--- src/dis_pkg.sv ---
// package: status word layout and timing constants
package dis_pkg;
   localparam int unsigned STATUS_W = 32;
   localparam int unsigned VAL_W = 16;
   localparam int unsigned CNT_W = 32;
   // bit positions of the information items
   localparam int unsigned BIT_DRV_TEMP = 2;
   localparam int unsigned BIT_OVERVOLT = 4;
   localparam int unsigned BIT_UNDERVOLT = 5;
   localparam int unsigned BIT_LOAD = 7;
   localparam int unsigned BIT_SPEED = 8;
   localparam int unsigned BIT_OPDATA_ERR = 9;
   localparam int unsigned BIT_OP_PROHIB = 12;
   localparam int unsigned BIT_SERIAL_ERR = 15;
   localparam int unsigned BIT_ROT_METER = 19;
   localparam int unsigned BIT_TRIPMETER = 20;
   localparam int unsigned BIT_ODOMETER = 21;
   localparam int unsigned BIT_TRQ_ERR = 24;
   localparam int unsigned BIT_SPD_ERR = 25;
   localparam int unsigned BIT_PTIME = 26;
   localparam int unsigned BIT_PCOUNT = 27;
   localparam int unsigned BIT_START_LIM = 28;
   localparam int unsigned BIT_IO_TEST = 29;
   localparam int unsigned BIT_CFG_REQ = 30;
   localparam int unsigned BIT_PWR_CYC = 31;
   localparam logic [STATUS_W-1:0] STATUS_RESET = 32'h0000_0000;
   // bits with an assigned item; every other bit reads zero
   localparam logic [STATUS_W-1:0] STATUS_USED_MASK = 32'hff38_93b4;
   // nonvolatile save interval
   localparam int unsigned CLK_HZ = 10_000_000;
   localparam int unsigned SAVE_INTERVAL_S = 60;
   localparam longint unsigned SAVE_CYCLES =
      longint'(CLK_HZ) * longint'(SAVE_INTERVAL_S);
endpackage : dis_pkg

--- src/dis_limit_flag.sv ---
// sticky threshold flag that clears only after the threshold is rewritten
`timescale 1ns/100ps
module dis_limit_flag
   import dis_pkg::*;
(
   // clock and reset
   input wire logic core_clk_i,
   input wire logic reset_i,
   // comparison inputs
   input wire logic [CNT_W-1:0] value_i,
   input wire logic [CNT_W-1:0] threshold_i,
   input wire logic threshold_wr_i,
   // flag
   output logic flag_o
);
   logic rewritten;
   logic reached;

   assign reached = value_i >= threshold_i;

   // remembers that software touched the threshold since the flag rose
   always_ff @(posedge core_clk_i or posedge reset_i) begin
      if (reset_i) begin
         rewritten <= 1'b0;
      end else if (!flag_o || reached) begin
         rewritten <= threshold_wr_i ? 1'b1 : (flag_o & rewritten);
      end else if (threshold_wr_i) begin
         rewritten <= 1'b1;
      end
   end

   // set wins; clear needs a rewrite plus the value back under threshold
   always_ff @(posedge core_clk_i or posedge reset_i) begin
      if (reset_i) begin
         flag_o <= 1'b0;
      end else if (reached) begin
         flag_o <= 1'b1;
      end else if (rewritten || threshold_wr_i) begin
         flag_o <= 1'b0;
      end
   end
endmodule : dis_limit_flag

--- src/dis_status_word.sv ---
// information status word for the motor driver
`timescale 1ns/100ps
module dis_status_word
   import dis_pkg::*;
#(
   parameter longint unsigned SAVE_PERIOD = SAVE_CYCLES
)
(
   // clock and reset
   input wire logic core_clk_i,
   input wire logic reset_i,
   // setting values and their limits
   input wire logic [VAL_W-1:0] torque_limit_i,
   input wire logic [VAL_W-1:0] torque_limit_max_i,
   input wire logic [VAL_W-1:0] speed_set_i,
   input wire logic [VAL_W-1:0] speed_upper_i,
   input wire logic [VAL_W-1:0] speed_lower_i,
   // power time and count thresholds
   input wire logic [CNT_W-1:0] power_time_i,
   input wire logic [CNT_W-1:0] power_time_thr_i,
   input wire logic power_time_thr_wr_i,
   input wire logic [CNT_W-1:0] power_count_i,
   input wire logic [CNT_W-1:0] power_count_thr_i,
   input wire logic power_count_thr_wr_i,
   // activity levels and change events
   input wire logic teach_busy_i,
   input wire logic config_busy_i,
   input wire logic data_write_busy_i,
   input wire logic restore_busy_i,
   input wire logic io_test_busy_i,
   input wire logic config_param_chg_i,
   input wire logic config_exec_i,
   input wire logic reboot_param_chg_i,
   // serial error counting
   input wire logic [VAL_W-1:0] comm_err_count_i,
   input wire logic [VAL_W-1:0] comm_err_thr_i,
   input wire logic comm_err_i,
   input wire logic comm_ok_i,
   // conditions of the lower items, computed elsewhere
   input wire logic drv_temp_cond_i,
   input wire logic overvolt_cond_i,
   input wire logic undervolt_cond_i,
   input wire logic load_cond_i,
   input wire logic speed_cond_i,
   input wire logic opdata_err_cond_i,
   input wire logic op_prohib_cond_i,
   input wire logic rot_meter_cond_i,
   input wire logic tripmeter_cond_i,
   input wire logic odometer_cond_i,
   // status and save strobe
   output logic [STATUS_W-1:0] information_status_word_o,
   output logic nv_save_o
);
   logic torque_limit_setting_error_flag;
   logic speed_setting_error_flag;
   logic power_on_time_flag;
   logic power_on_count_flag;
   logic start_limit_mode_flag;
   logic io_test_mode_flag;
   logic configuration_request_flag;
   logic power_cycle_request_flag;
   logic serial_comm_error_flag;
   logic [STATUS_W-1:0] next_status;
   logic [31:0] save_cnt;

   // recomputed from the live conditions every cycle
   always_ff @(posedge core_clk_i or posedge reset_i) begin
      if (reset_i) begin
         torque_limit_setting_error_flag <= 1'b0;
      end else begin
         torque_limit_setting_error_flag <=
            torque_limit_i > torque_limit_max_i;
      end
   end

   always_ff @(posedge core_clk_i or posedge reset_i) begin
      if (reset_i) begin
         speed_setting_error_flag <= 1'b0;
      end else begin
         speed_setting_error_flag <= (speed_set_i > speed_upper_i) ||
            (speed_set_i < speed_lower_i);
      end
   end

   dis_limit_flag u_ptime (
      .core_clk_i(core_clk_i),
      .reset_i(reset_i),
      .value_i(power_time_i),
      .threshold_i(power_time_thr_i),
      .threshold_wr_i(power_time_thr_wr_i),
      .flag_o(power_on_time_flag)
   );

   dis_limit_flag u_pcount (
      .core_clk_i(core_clk_i),
      .reset_i(reset_i),
      .value_i(power_count_i),
      .threshold_i(power_count_thr_i),
      .threshold_wr_i(power_count_thr_wr_i),
      .flag_o(power_on_count_flag)
   );

   always_ff @(posedge core_clk_i or posedge reset_i) begin
      if (reset_i) begin
         start_limit_mode_flag <= 1'b0;
         io_test_mode_flag <= 1'b0;
      end else begin
         start_limit_mode_flag <= teach_busy_i | config_busy_i |
            data_write_busy_i | restore_busy_i;
         io_test_mode_flag <= io_test_busy_i | config_busy_i;
      end
   end

   // a change in the same cycle as the configuration wins
   always_ff @(posedge core_clk_i or posedge reset_i) begin
      if (reset_i) begin
         configuration_request_flag <= 1'b0;
      end else if (config_param_chg_i) begin
         configuration_request_flag <= 1'b1;
      end else if (config_exec_i) begin
         configuration_request_flag <= 1'b0;
      end
   end

   // only the power-on reset clears this one
   always_ff @(posedge core_clk_i or posedge reset_i) begin
      if (reset_i) begin
         power_cycle_request_flag <= 1'b0;
      end else if (reboot_param_chg_i) begin
         power_cycle_request_flag <= 1'b1;
      end
   end

   // an error with the count at or over the threshold beats a good frame in the same cycle
   always_ff @(posedge core_clk_i or posedge reset_i) begin
      if (reset_i) begin
         serial_comm_error_flag <= 1'b0;
      end else if (comm_err_i && comm_err_count_i >= comm_err_thr_i) begin
         serial_comm_error_flag <= 1'b1;
      end else if (comm_ok_i) begin
         serial_comm_error_flag <= 1'b0;
      end
   end

   always_comb begin
      next_status = STATUS_RESET;
      next_status[BIT_DRV_TEMP] = drv_temp_cond_i;
      next_status[BIT_OVERVOLT] = overvolt_cond_i;
      next_status[BIT_UNDERVOLT] = undervolt_cond_i;
      next_status[BIT_LOAD] = load_cond_i;
      next_status[BIT_SPEED] = speed_cond_i;
      next_status[BIT_OPDATA_ERR] = opdata_err_cond_i;
      next_status[BIT_OP_PROHIB] = op_prohib_cond_i;
      next_status[BIT_SERIAL_ERR] = serial_comm_error_flag;
      next_status[BIT_ROT_METER] = rot_meter_cond_i;
      next_status[BIT_TRIPMETER] = tripmeter_cond_i;
      next_status[BIT_ODOMETER] = odometer_cond_i;
      next_status[BIT_TRQ_ERR] = torque_limit_setting_error_flag;
      next_status[BIT_SPD_ERR] = speed_setting_error_flag;
      next_status[BIT_PTIME] = power_on_time_flag;
      next_status[BIT_PCOUNT] = power_on_count_flag;
      next_status[BIT_START_LIM] = start_limit_mode_flag;
      next_status[BIT_IO_TEST] = io_test_mode_flag;
      next_status[BIT_CFG_REQ] = configuration_request_flag;
      next_status[BIT_PWR_CYC] = power_cycle_request_flag;
   end

   // whole word registered at once so one read sees a coherent code
   always_ff @(posedge core_clk_i or posedge reset_i) begin
      if (reset_i) begin
         information_status_word_o <= STATUS_RESET;
      end else begin
         information_status_word_o <=
            next_status & STATUS_USED_MASK;
      end
   end

   // up to a minute of rotation is lost if power drops between saves
   always_ff @(posedge core_clk_i or posedge reset_i) begin
      if (reset_i) begin
         save_cnt <= '0;
         nv_save_o <= 1'b0;
      end else if (save_cnt == 32'(SAVE_PERIOD - 1)) begin
         save_cnt <= '0;
         nv_save_o <= 1'b1;
      end else begin
         save_cnt <= save_cnt + 32'h0000_0001;
         nv_save_o <= 1'b0;
      end
   end

   // checks
   AST_TRQ: assert property (
      @(posedge core_clk_i) disable iff (reset_i)
      (torque_limit_i > torque_limit_max_i) |->
      ##2 information_status_word_o[BIT_TRQ_ERR])
      else $error("torque error bit not set");
   AST_TRQ_CLR: assert property (
      @(posedge core_clk_i) disable iff (reset_i)
      (torque_limit_i <= torque_limit_max_i) |->
      ##2 !information_status_word_o[BIT_TRQ_ERR])
      else $error("torque error bit set while limit is legal");
   AST_SPD: assert property (
      @(posedge core_clk_i) disable iff (reset_i)
      (speed_set_i >= speed_lower_i && speed_set_i <= speed_upper_i)
      |-> ##2 !information_status_word_o[BIT_SPD_ERR])
      else $error("speed error bit set while in range");
   AST_SPD_SET: assert property (
      @(posedge core_clk_i) disable iff (reset_i)
      (speed_set_i > speed_upper_i || speed_set_i < speed_lower_i)
      |-> ##2 information_status_word_o[BIT_SPD_ERR])
      else $error("speed error bit missing");
   AST_PTIME: assert property (
      @(posedge core_clk_i) disable iff (reset_i)
      (power_time_i >= power_time_thr_i) |-> ##1 power_on_time_flag)
      else $error("power time flag missing");
   AST_PTIME_RISE: assert property (
      @(posedge core_clk_i) disable iff (reset_i)
      !power_on_time_flag && power_time_i < power_time_thr_i
      |=> !power_on_time_flag)
      else $error("power time flag rose below threshold");
   AST_PCOUNT: assert property (
      @(posedge core_clk_i) disable iff (reset_i)
      (power_on_count_flag && !power_count_thr_wr_i
       && power_count_i >= power_count_thr_i) |=>
      power_on_count_flag)
      else $error("power count flag dropped early");
   AST_PCOUNT_RISE: assert property (
      @(posedge core_clk_i) disable iff (reset_i)
      !power_on_count_flag && power_count_i < power_count_thr_i
      |=> !power_on_count_flag)
      else $error("power count flag rose below threshold");
   AST_SLM: assert property (
      @(posedge core_clk_i) disable iff (reset_i)
      restore_busy_i |-> ##2 information_status_word_o[BIT_START_LIM])
      else $error("start limit bit missing");
   AST_SLM_OFF: assert property (
      @(posedge core_clk_i) disable iff (reset_i)
      !(teach_busy_i || config_busy_i || data_write_busy_i ||
        restore_busy_i) |-> ##2 !information_status_word_o[BIT_START_LIM])
      else $error("start limit bit stuck");
   AST_IOT: assert property (
      @(posedge core_clk_i) disable iff (reset_i)
      !io_test_busy_i && !config_busy_i |=> !io_test_mode_flag)
      else $error("io test flag stuck");
   AST_IOT_SET: assert property (
      @(posedge core_clk_i) disable iff (reset_i)
      io_test_busy_i || config_busy_i |=> io_test_mode_flag)
      else $error("io test flag missing");
   AST_CFG: assert property (
      @(posedge core_clk_i) disable iff (reset_i)
      config_exec_i && !config_param_chg_i |=>
      !configuration_request_flag)
      else $error("configuration request not cleared");
   AST_CFG_SET: assert property (
      @(posedge core_clk_i) disable iff (reset_i)
      config_param_chg_i |=> configuration_request_flag)
      else $error("configuration request not set");
   AST_RBT: assert property (
      @(posedge core_clk_i) disable iff (reset_i)
      $rose(power_cycle_request_flag) |=> power_cycle_request_flag[*8])
      else $error("power cycle request cleared");
   AST_RBT_HOLD: assert property (
      @(posedge core_clk_i) disable iff (reset_i)
      power_cycle_request_flag |=> power_cycle_request_flag)
      else $error("power cycle request dropped without power-up");
   AST_SAVE: assert property (
      @(posedge core_clk_i) disable iff (reset_i)
      nv_save_o |=> !nv_save_o)
      else $error("save strobe longer than one cycle");
   AST_NET: assert property (
      @(posedge core_clk_i) disable iff (reset_i)
      comm_ok_i && !comm_err_i |=> !serial_comm_error_flag)
      else $error("comm error flag not cleared");
   AST_NET_SET: assert property (
      @(posedge core_clk_i) disable iff (reset_i)
      comm_err_i && comm_err_count_i >= comm_err_thr_i |=>
      serial_comm_error_flag)
      else $error("comm error flag not set");
   AST_ZERO: assert property (
      @(posedge core_clk_i) disable iff (reset_i)
      (information_status_word_o & ~STATUS_USED_MASK) == '0)
      else $error("unassigned bit set");
   AST_OR: assert property (
      @(posedge core_clk_i) disable iff (reset_i)
      drv_temp_cond_i && overvolt_cond_i |=>
      information_status_word_o[BIT_DRV_TEMP] &&
      information_status_word_o[BIT_OVERVOLT])
      else $error("combined code lost a bit");
   AST_ODO: assert property (
      @(posedge core_clk_i) disable iff (reset_i)
      odometer_cond_i |=> information_status_word_o[BIT_ODOMETER])
      else $error("odometer bit missing");

   COV_CFG: cover property (@(posedge core_clk_i) disable iff (reset_i)
      $fell(configuration_request_flag));
   COV_PTIME: cover property (@(posedge core_clk_i) disable iff (reset_i)
      $fell(power_on_time_flag));
   COV_SAVE: cover property (@(posedge core_clk_i) disable iff (reset_i)
      nv_save_o);
   COV_RBT: cover property (@(posedge core_clk_i) disable iff (reset_i)
      $rose(power_cycle_request_flag));
   COV_NET: cover property (@(posedge core_clk_i) disable iff (reset_i)
      $fell(serial_comm_error_flag));
endmodule : dis_status_word

--- config.mk ---
export PLATFORM = sky130hd
export DESIGN_NAME = dis_status_word
export DESIGN_NICKNAME = d
export VERILOG_FILES = /design/src/dis_pkg.sv /design/src/dis_limit_flag.sv /design/src/dis_status_word.sv
export SDC_FILE = /design/constraint.sdc
export NUM_CORES = 1
export LEC_CHECK = 0
export ABC_AREA = 1
export BUFFER_PORTS_ARGS = -buffer_cell sky130_fd_sc_hd__buf_2
export CAP_MARGIN = 40
export CORE_MARGIN = 2
export CORE_UTILIZATION = 43
export DETAILED_ROUTE_END_ITERATION = 10
export PLACE_DENSITY = 0.78
export SLEW_MARGIN = 20
export SYNTH_ARGS = -nofsm -noshare
export SYNTH_HDL_FRONTEND = slang
export SYNTH_SLANG_ARGS = --single-unit
--- constraint.sdc ---
create_clock -name core_clk_i -period 2.2 [get_ports core_clk_i]
set_clock_uncertainty 0.1 [all_clocks]
set_input_delay 0.44 -clock core_clk_i [delete_from_list [all_inputs] [get_ports core_clk_i]]
set_output_delay 0.44 -clock core_clk_i [all_outputs]
set_load 0.005 [all_outputs]
Word level (Yosys, flattened, before mapping). Index checks and enable logic that the tools add are counted.

Flip-flop bits (word level): 63.

Multiplexer cells: 16. Reduce and logical (&&, ||, !) cells: 14. Bitwise gates (word level): 6. $add $sub $neg: 1. Equality and inequality tests: 1. $lt $le $gt $ge: 6.

Operator list (number): $ge 32x32->1 (2); $add 32x1->32 const B (1); $eq 32x30->1 const B (1); $gt 16x16->1 (2); $mux 32 (1); $ge 16x16->1 (1); $lt 16x16->1 (1); $mux 1 (15); $reduce_bool 2->1 (6); $logic_or 1x1->1 (5); $or 1x1->1 (4); $and 1x1->1 (2); $logic_not 1->1 (2); $logic_and 1x1->1 (1).

Longest topological paths before layout. Gate-level depths: netlist (run 1).

Word-level depth: 3. Depth in mapped cells: 13. Depth with buffers taken out: 13.

Modules after synthesis. From an unflattened synthesis (run 1), not the netlist that was laid out.

Cells, all modules: 888. Area total of the unflattened synthesis: 6251.0 µm².

Modules (own cells, without submodules): dis_status_word (cells each 598, seq. area each 1476.4 µm², area each 4391.7 µm², times used 1); dis_limit_flag (cells each 145, seq. area each 50.0 µm², area each 929.6 µm², times used 2).

Least setup slack after synthesis (run 1). No wires, ideal clock.

Path type: reg-to-reg. From: register save_cnt[0]. To: register save_cnt[16]. Stages on the path, launching flop included: 10. Setup slack: 0.600 ns. Data arrival time: 1.380 ns. Setup time: 0.120 ns. Period minus slack after synthesis: 1.600 ns. Path through: dfrtp_1 -> ha_1 -> nand2_2 -> nor2_4 -> nand2_4 -> clkinv_2 -> nand3_2 -> nor2b_4 -> buf_6 -> nor2_1.

Longest elaborated chain between the ends: 2. Elaborated cells between the ends (all ways): 3.

RTL lines: start: declaration (RTL line dis_status_word.sv:64) `logic [31:0] save_cnt;`; start signal: assignment (RTL line dis_status_word.sv:187) `save_cnt <= save_cnt + 32'h0000_0001;`; $add 32x1->32 / $eq 32x30->1 (equally long branches) (RTL line dis_status_word.sv:187, dis_status_word.sv:183); $mux 32 (*) (RTL line dis_status_word.sv:183) `end else if (save_cnt == 32'(SAVE_PERIOD - 1)) begin`.

Every way passes the cells marked *; elsewhere a longest branch is shown, timed or not. A chain may end at the register's enable or synchronous reset.

Final worst setup path (run 1).
From: register save_cnt[0]. To: register save_cnt[24].

Same word-level chain as after synthesis.

==> results of run 1 <==
-- state kept, by name, indices dropped and copies added (netlist names) --
register	count
torque_limit_setting_error_flag	1
power_cycle_request_flag	1
u_ptime.rewritten	1
nv_save_o	1
u_pcount.rewritten	1
start_limit_mode_flag	1
information_status_word_o	19
speed_setting_error_flag	1
io_test_mode_flag	1
save_cnt	32
serial_comm_error_flag	1
configuration_request_flag	1
u_ptime.flag_o	1
u_pcount.flag_o	1
-- cells in the mapped netlist (all sizes together) --
cell type,instances,area [um2]
nor3b,2,15.0
inv,196,736
nor2,93,382
buf,14,109
clkinv,2,10.0
nor3,19,120
nor2b,1,13.8
nand4,21,131
nand2,176,673
or4,1,7.51
dfrtp,63,1580
o21a,4,30.0
xnor2,4,35.0
or2,2,12.5
o21ai,15,75.1
ha,128,1600
o21bai,4,30.0
conb,1,3.75
xor2,19,166
a21o,7,52.6
nand3,22,120
a21oi,57,285
nor4,4,46.3
-- cell type report --
class,instances,area [um2],area share (%)
clock buffers,13,260,3.19
diodes,4,10.0,0.123
flip-flops and latches,63,1580,19.3
well taps,180,225,2.76
multi-input cells,592,3850,47.1
inverters,198,746,9.13
clock inverters,3,65.1,0.797
repair buffers,284,1440,17.6
-- routing by layer --
layer,wire [um],share of wire [%]
met3,849,5.1
met2,8640,52
met1,6700,40
met4,388,2.3
met5,0,0
-- worst register-to-register path: cells and delay by family, from the launching register on --
| kind | cells | cell delay [ps] |
|---|---|---|
| fa+ha+maj | 1 | 240 |
| buf+inv | 1 | 70 |
| flops | 1 | 430 |
| simple gates | 6 | 900 |
-- cell usage in the layout, fill, tap and decap left out, drive strengths merged, types with 15 or more instances in the layout --
cell type and instances:
dfrtp 63, nand4 21, nor2 93, nand2 176, o21ai 15, nand3 22
xor2 19, buf 284, a21oi 57, ha 128, inv 196, nor3 19
-- path summary, 6_finish.rpt --
kind | end | slack, ps | cells after the start
worst max-delay path | save_cnt[24]$_DFF_PP0_ | 320 | 8
worst min-delay path | power_cycle_request_flag$_DFFE_PP0P_ | 50 | 3
worst max register to register | save_cnt[24]$_DFF_PP0_ | 320 | 8
worst min register to register | information_status_word_o[25]$_DFF_PP0_ | 250 | 0
max in group asynchronous | information_status_word_o[26]$_DFF_PP0_ | 1660 | 3
min in group core_clk_i | information_status_word_o[7]$_DFF_PP0_ | 110 | 1
-- report_power, final --
part	internal [mW]	switching, mW	leakage, nW
sequential	1.20	0.0157	0.780
combinational	0.424	0.424	3.99
clock	1.05	0.508	0.160
-- metrics by stage --
| step | utilization (%) | worst slack, ps | power [mW] | hold WS (ps) |
|---|---|---|---|---|
| final | 58.1 | 324 | 3.63 | 54.3 |
| after global routing | 58.1 | 164 | 3.86 | 84.3 |
| after CTS | 58.1 | 297 | 3.67 | 70.9 |
| after detailed placement | 55.8 | 314 | 2.09 | 235 |
| after global placement | 55.8 | 389 | 2.06 | 232 |
| after floorplan | - | 90.3 | 1.71 | 231 |
-- logic make-up (layout without fill, tap and decap cells) --
group                    count (synthesis)  in the layout  share of synthesized area (%)
AND/OR/NAND/NOR                        341            341                           24.4
XOR/XNOR                                23             23                           3.23
buffers and inverters                  212            498                           13.7
flip-flops                              63             63                           25.3
AO/OA/AOI/OAI                           87             87                           7.59
adder cells (fa/ha/maj)                128            128                           25.7
other                                    1             17                         0.0602
==> results.md, run 1 <==
- Outcome: finished clean
- Gate Count Post-Synth: 855
- Final wirelength: 16600 um
- #FFs+latches synth: 63
- Clock buffer depth: 2
- Final Non-Filler Cells: ~1300
- Share of layout cells above drive strength 1: between 20% and 30%
- Global-route wire length before repair: between 20000 and 30000 um
- Max Cap Viol: 0
- Final worst path period share: between 80 and 90%
- RSZ-0062 raised after global routing: false
- Mean routed wirelength per cell: 12.4 um
- M3 GR Usage: under 10%
- Clk slew on worst S/H paths: 50 ps
- Final TNS setup: 0 ps
- Post-route DRC violation count: 0
- DP Area: 7830 um2
- GRT Util Overall: a little over a fifth
- Worst EP arrival: between 1500 and 2000 ps
- Buffers on Ports: between 200 and 300
- Die W: 124 um
- Crit path capture type: flip-flop
- Met2 GRT Util: 40.2%
- Fmax achieved: about 530 MHz
- Cells along the critical path: ha_1 -> nand2_2 -> nor2_4 -> nand2_4 -> clkinv_2 -> nand3_2 -> nor2b_4 -> nor2_1
- RePlAce Congestion: 0.911
- GRT met1 Usage: 23.4%
- HPWL after DPL: 14600 um
- Fill cell count: 1339
- Buffers and inverters on the worst path: 1
- CTS tree: yes
- Hold-fix buffer count after cts: 0
- First-pass DRT Iterations: 4
- Synthesized area: slightly above 6000 um2
- Area Growth Syn to Fin: 31.0%
- Die Y: around 120 um
- DR vias: ~6200
- Clk_lat worst skew: 330 ps
- FP Rows: 43
- Final ANT Viol Nets: 0
- Slowest stage cell, crit path: dfrtp_1
- Critical path class: reg -> reg
- Min Tclk post-route: 1880 ps
- Largest stage delay on the critical path: 430 ps
- Core Footprint: between 10000 and 15000 um2
- Starting DRT DRC Count: 210
- Number of global-route vias before repair: 6255
- Die Area: 15500 um2
- IO Count: around 300
- Post CTS Setup Buffer Count: 0
- Max FO, Critical Path: 14
- Grt ovf: 0
- Unique cell type count in the Yosys netlist: 33
- Crit. Startpoint: save_cnt[0]$_DFF_PP0_
- Power Dens Cells: 444 nW/um2
- Via/cell ratio: roughly 4.6
- Req. time, crit path: about 2300 ps
- Yosys warns: 0
- Post-CTS Resized: 0
- Crit path max-delay family: simple AND/OR/NAND/NOR gates
- Fin. Hold Viols: 0
- Largest net degree at the start of global routing: 64
- Worst setup SP type: flip-flop
- Grt peak-use layer: met2
- Syn Area/Cell: ~7.3 um2
- Root Buffer: clkbuf_16
- Lkg Pwr: slightly below 5 nW
- Max-slew violations: 0
- Hold WC Path Type: in -> async
- Final setup fails: 0
- Antenna violations before repair: 4
- Crit Reg-Reg Startpoint: save_cnt[0]$_DFF_PP0_
- VDD IR max: about 0.38 mV
- Starting Density: between 40 and 50%
- Htree depth: 3
- Final instance area: between 8000 and 9000 um2
- CTS buffer count: 9
- Register area share after synthesis: between 20% and 30%
- Final net count: approximately 1500
- Sink Count: 63
- Placed Instances: around 1300
No activity file was read; power rests on OpenSTA's default activity.
==> run 2: changes to the inputs <==
--- a/config.mk
+++ b/config.mk
@@ -5,13 +5,13 @@
 export SDC_FILE = /design/constraint.sdc
 export NUM_CORES = 1
 export LEC_CHECK = 0
-export ABC_AREA = 1
 export BUFFER_PORTS_ARGS = -buffer_cell sky130_fd_sc_hd__buf_2
 export CAP_MARGIN = 40
 export CORE_MARGIN = 2
-export CORE_UTILIZATION = 43
+export CORE_UTILIZATION = 42
 export DETAILED_ROUTE_END_ITERATION = 10
-export PLACE_DENSITY = 0.78
+export GPL_ROUTABILITY_DRIVEN = 0
+export PLACE_DENSITY = 0.79
 export SLEW_MARGIN = 20
 export SYNTH_ARGS = -nofsm -noshare
 export SYNTH_HDL_FRONTEND = slang
==> results.md, run 2 <==
- Htree depth: 3
- Lkg Pwr: 4.47 nW
- Min Tclk post-route: roughly 2000 ps
- Grt ovf: 0
- Register area share after synthesis: ~28%
- Die Y: between 100 and 150 um
- FP Rows: 42
- Psw: a little under 900 uW
- GRT Util Overall: around a fifth
- Via/cell ratio: between 4 and 5
- Power share of the clock group: a little over two fifths
- VDD IR max: 0.425 mV
- IO Count: 297
- HPWL after DPL: around 12000 um
- First-pass DRT Iterations: 4
- Core Util, Final: 57.8%
- Final ANT Viol Nets: 0
- Sink Count: 63
- Met2 GRT Util: between 30% and 40%
- Max reg flops: 32
- Power Dens Cells: between 400 and 500 nW/um2
- Most frequent cell after synthesis: inv_1
- Final worst path period share: 91.2%
- Seq pwr share: between 30% and 40%
- Fill cell count: around 1200
- Worst EP arrival: between 2000 and 2500 ps
- CTS buffer count: 9
- Int Power: 2.59 mW
- Syn Area/Cell: about 9 um2
- Number of global-route vias before repair: roughly 5300
- CTS tree: yes
- Largest area contributor in the netlist: ha_1
- Fmax achieved: around 500 MHz
- Max FO, Critical Path: 4
- Die W: approximately 120 um
- Req. time, crit path: roughly 2400 ps
- Synthesized area: ~5600 um2
- Crit path capture type: flip-flop
- Top-area cell type share of the netlist area: between 20 and 30%
- Buffers on Ports: approximately 280
- Async S/R FF share, synth: between 90% and 100%
- Biggest register: save_cnt
- Outcome: finished clean
- Final setup fails: 0
- Largest cells by area after synthesis: ha_1 (29%), dfrtp_1 (28%), inv_1 (9.1%)
- Mean routed wirelength per cell: approximately 12 um
- Global-route wire length before repair: around 22000 um
- Grt peak-use layer: met2
- Yosys warns: 0
- DR vias: 5370
- Top_reg_cell synth: dfrtp_1
- M3 GR Usage: under 10%
- Worst setup SP type: flip-flop
- Critical path class: reg -> reg
- Starting Density: 42.6%
- Clk_lat worst skew: 330 ps
- Clock buffer depth: 2
- Largest net degree at the start of global routing: 22
- Combinational power share: 23.2%
- Hold WC Path Type: in -> reg
- Unique cell type count in the Yosys netlist: between 40 and 50
- Share of layout cells above drive strength 1: between 30 and 40%
- Area Growth Syn to Fin: 35.6%
- Root Buffer: clkbuf_16
- Hold_ws: 112 ps
- Antenna violations before repair: 0
- Max Cap Viol: 0
- Post-route DRC violation count: 0
- Ant diodes: 0
- Post-synth EDFFs: 0
- Final net count: roughly 1300
- GRT met1 Usage: about a fifth
- Clk slew on worst S/H paths: around 60 ps
- Post CTS Setup Buffer Count: 0
- Core Footprint: 13100 um2
- Fin. Hold Viols: 0
- Switch share: between 20% and 30%
- Final wirelength: roughly 13000 um
- Starting DRT DRC Count: roughly 140
- Commonest cells after routing, fill and taps aside: buf_2 (283), inv_1 (134), ha_1 (128), dfrtp_1 (63), a21oi_1 (40)
- Post-synth top cells: inv_1 (135), ha_1 (128), dfrtp_1 (63), a21oi_1 (40), nor2_1 (33)
- RSZ-0062 raised after global routing: false
- Commonest non-fill, non-tap cell in the layout: buf_2
- #FFs+latches synth: 63
- Max-slew violations: 0
- Gate Count Post-Synth: about 640
- Die Area: 14200 um2
- Top flop regs: save_cnt (32), information_status_word_o (19)
[run 2: area by class of cell]
cell class / count / area [um2] / share of cell area (%)
Clock buffer: 13 / 270 / 3.58
Clock inverter: 3 / 40.0 / 0.530
Inverter: 135 / 507 / 6.71
Multi-Input combinational cell: 436 / 3430 / 45.4
Sequential cell: 63 / 1580 / 20.9
Tap cell: 176 / 220 / 2.91
Timing Repair Buffer: 294 / 1510 / 20.0
[run 2: power by group through the flow]
stage	combinational, mW	clock [mW]	sequential (mW)
after floorplan	0.440	0	1.24
after CTS	0.817	1.51	1.22
after global placement	0.783	0	1.24
after detailed placement	0.809	0	1.24
after global routing	0.935	1.57	1.23
final	0.807	1.45	1.22
[run 2: what timing repair did]
item	in CTS	in global routing
resized for setup	0	1
hold buffers	1	0
endpoints found under the hold margin	8	0
setup endpoints to repair	0	6
[run 2: cells by family after synthesis]
group,share of synthesized area [%]
AND/OR/NAND/NOR,15.3
multiplexers,0.180
AO/OA/AOI/OAI,12.0
XOR/XNOR,4.40
other,0.0673
flip-flops,28.3
buffers and inverters,11.0
adder cells (fa/ha/maj),28.7
[run 2: through the flow]
step	cell area, um2	power [mW]	setup TNS, ps	setup slack, ps	cells
2_1_floorplan	5620	1.68	0	90.3	649
3_3_place_gp	7240	2.02	-98.7	-98.7	1103
3_5_place_dp	7240	2.05	-144	-144	1103
4_1_cts	7560	3.54	0	127	1120
5_1_grt	7560	3.73	0	12.9	1120
6_report	7560	3.48	0	195	1120
[run 2: worst paths after layout]
| path | startpoint | to | slack [ps] | cells past startpoint |
|---|---|---|---|---|
| hold reg to reg | torque_limit_setting_error_flag$_DFF_PP0_ | information_status_word_o[24]$_DFF_PP0_ | 250 | 0 |
| max in group asynchronous | reset_i | information_status_word_o[26]$_DFF_PP0_ | 930 | 4 |
| hold / removal | drv_temp_cond_i | information_status_word_o[2]$_DFF_PP0_ | 110 | 1 |
| min in group asynchronous | reset_i | information_status_word_o[5]$_DFF_PP0_ | 510 | 3 |
| setup / recovery | save_cnt[0]$_DFF_PP0_ | save_cnt[28]$_DFF_PP0_ | 190 | 7 |
| setup reg to reg | save_cnt[0]$_DFF_PP0_ | save_cnt[28]$_DFF_PP0_ | 190 | 7 |
[run 2: critical path, cell delays in order, from the launching register on]
cell and delay (ps):
dfrtp_1 380, ha_1 220, nand4_1 190, nor4_2 410, buf_4 190, nand3_1 130
nor2_1 150, xor2_1 160
[run 2: routing by layer]
| metal | vias up | share of wire (%) |
|---|---|---|
| met3 | 32 | 5.4 |
| met4 | 0 | 2.5 |
| li1 | 2765 | - |
| met1 | 2447 | 40 |
| met5 | - | 0 |
| met2 | 126 | 52 |
==> run 3: changes to the inputs <==
--- a/config.mk
+++ b/config.mk
@@ -7,11 +7,14 @@
 export LEC_CHECK = 0
 export BUFFER_PORTS_ARGS = -buffer_cell sky130_fd_sc_hd__buf_2
 export CAP_MARGIN = 40
+export CELL_PAD_IN_SITES_DETAIL_PLACEMENT = 1
+export CELL_PAD_IN_SITES_GLOBAL_PLACEMENT = 2
 export CORE_MARGIN = 2
-export CORE_UTILIZATION = 42
+export CORE_UTILIZATION = 25
 export DETAILED_ROUTE_END_ITERATION = 10
 export GPL_ROUTABILITY_DRIVEN = 0
-export PLACE_DENSITY = 0.79
+export HOLD_SLACK_MARGIN = 0.05
+export PLACE_DENSITY_LB_ADDON = 0.1
 export SLEW_MARGIN = 20
 export SYNTH_ARGS = -nofsm -noshare
 export SYNTH_HDL_FRONTEND = slang
==> constraint.sdc (replaced) <==
create_clock -name core_clk_i -period 1.85 [get_ports core_clk_i]
set_clock_uncertainty 0.1 [all_clocks]
set_input_delay 0.37 -clock core_clk_i [delete_from_list [all_inputs] [get_ports core_clk_i]]
set_output_delay 0.37 -clock core_clk_i [all_outputs]
set_load 0.005 [all_outputs]
==> results.md, run 3 (synthesis gave the netlist of run 2 again) <==
- Outcome: finished, violations left
- Failing checks: setup timing
- Clk slew on worst S/H paths: ~60 ps
- Max-slew violations: 0
- Power Dens Cells: around 500 nW/um2
- Grt ovf: 0
- Starting Density: between 20% and 30%
- Max FO, Critical Path: 3
- Min Tclk post-route: between 1500 and 2000 ps
- First-pass DRT Iterations: 4
- Antenna violations before repair: 4
- Worst setup SP type: flip-flop
- Fin worst setup slack: -3.72 ps
- Mean routed wirelength per cell: 13.5 um
- Number of global-route vias before repair: between 6000 and 7000
- Die W: approximately 150 um
- Top flop regs: save_cnt (32), information_status_word_o (19)
- Htree depth: 3
- Lkg Pwr: a little under 5 nW
- Post-route DRC violation count: 0
- Final setup fails: 1
- Buffers on Ports: between 200 and 300
- Clock buffer depth: 2
- Root Buffer: clkbuf_16
- Commonest non-fill, non-tap cell in the layout: buf_2
- Final instance area: 8360 um2
- Critical path class: reg -> reg
- Final wirelength: about 17000 um
- Crit path capture type: flip-flop
- CTS buffer count: 9
- Fin. Hold Viols: 0
- Max reg flops: 32
- Fill cell count: 2697
- Die Area: 23500 um2
- Hold WC Path Type: in -> reg
- Sequential cell area: between 1500 and 2000 um2
- Die Y: ~150 um
- Largest net degree at the start of global routing: between 60 and 70
- RSZ-0062 raised after global routing: true
- Starting DRT DRC Count: between 90 and 100
- Pwr Total: roughly 4.2 mW
- Sink Count: 63
- Commonest cells after routing, fill and taps aside: buf_2 (283), inv_1 (134), ha_1 (126), dfrtp_1 (63), buf_4 (51)
- Clk_lat worst skew: ~340 ps
- Core Footprint: 21800 um2
- CTS tree: yes
- Worst EP arrival: 1980 ps
- Req. time, crit path: 1970 ps
- DR vias: 5591
- DP Area: just under 8000 um2
- Global-route wire length before repair: 28600 um
- FP Rows: 54
- Pre-CTS WS: -415 ps
- Area of the multi-input gates: about 3600 um2
- Biggest register: save_cnt
- Final worst path period share: 100%
- Via/cell ratio: 4.35
- Final ANT Viol Nets: 0
- VDD IR max: 0.399 mV
- HPWL after DPL: around 15000 um
- Area Growth Syn to Fin: 50.0%
- Fmax achieved: approximately 540 MHz
- GRT Util Overall: 15.0%
- Final net count: 1387
- Core Util, Final: a little under two fifths
- IO Count: 297
- Share of layout cells above drive strength 1: between 30% and 40%
- Max Cap Viol: 0
-- run 3: cell count changes in the layout (fill, tap and decap cells not counted), moves of 3 or more --
cell           previous run  this run
buf_4                     9        51
dlygate4sd3_1             1        11
diode_2                   0         4
nor4_1                    7         3
buf_6                     0         3
nand3_1                  26        23
nand3_4                   0         3
nor4_4                    0         3
-- run 3: worst max-delay path, cell delays in order (launching register included) --
cell     delay (ps)
dfrtp_1         370
buf_4           150
and3_4          200
nand3_4         110
nor4_4          240
nand3_2         120
or3_4           340
xnor2_1         130
-- run 3: final cells by class --
class                      count  area share (%)
clock buffer                  12            2.95
multi-input combinational    436            43.5
sequential                    63            18.9
tap                          280            4.19
timing repair buffer         350            23.7
antenna                        4           0.120
inverter                     135            6.11
clock inverter                 4           0.539
-- run 3: layer usage --
layer | global-route usage (%) | vias to the layer above | wire (um)
li1 | - | 2883 | -
met1 | 16.2 | 2562 | 6740
met3 | 4.08 | 21 | 1100
met5 | 0 | - | 13
met2 | 27.8 | 123 | 9180
met4 | 5.34 | 2 | 340
-- run 3: through the flow --
| step | hold slack, ps | instances | setup TNS [ps] |
|---|---|---|---|
| floorplan | 231 | 649 | -131 |
| detailed placement | 236 | 1250 | -2710 |
| finish | 116 | 1284 | -3.72 |
| global route | 118 | 1283 | -1650 |
| CTS | 105 | 1277 | 0 |
| global placement | 235 | 1250 | -1550 |
-- run 3: final timing paths --
| path | startpoint | endpoint | slack [ps] | depth (start not counted) |
|---|---|---|---|---|
| setup / recovery | save_cnt[13]$_DFF_PP0_ | save_cnt[31]$_DFF_PP0_ | -4 | 7 |
| hold / removal | reboot_param_chg_i | power_cycle_request_flag$_DFFE_PP0P_ | 120 | 2 |
| setup reg to reg | save_cnt[13]$_DFF_PP0_ | save_cnt[31]$_DFF_PP0_ | -4 | 7 |
| hold reg to reg | io_test_mode_flag$_DFF_PP0_ | information_status_word_o[29]$_DFF_PP0_ | 250 | 0 |
| max in group asynchronous | reset_i | save_cnt[8]$_DFF_PP0_ | 790 | 4 |
| min in group asynchronous | reset_i | information_status_word_o[2]$_DFF_PP0_ | 570 | 4 |
-- run 3: power by group --
group          internal (mW)  total, mW  leakage [nW]  switching (mW)
registers               1.43       1.45         0.782          0.0195
clock network           1.07       1.70         0.146           0.626
logic                  0.564       1.05          3.89           0.484
total                   3.07       4.20          4.82            1.13
-- run 3: what timing repair did --
item	4_1_cts	5_1_grt
buffers inserted	0	3
pin swaps	1	12
endpoints found under the setup margin	18	27
endpoints found under the hold margin	45	0
resized for setup	7	32
hold buffers	11	0
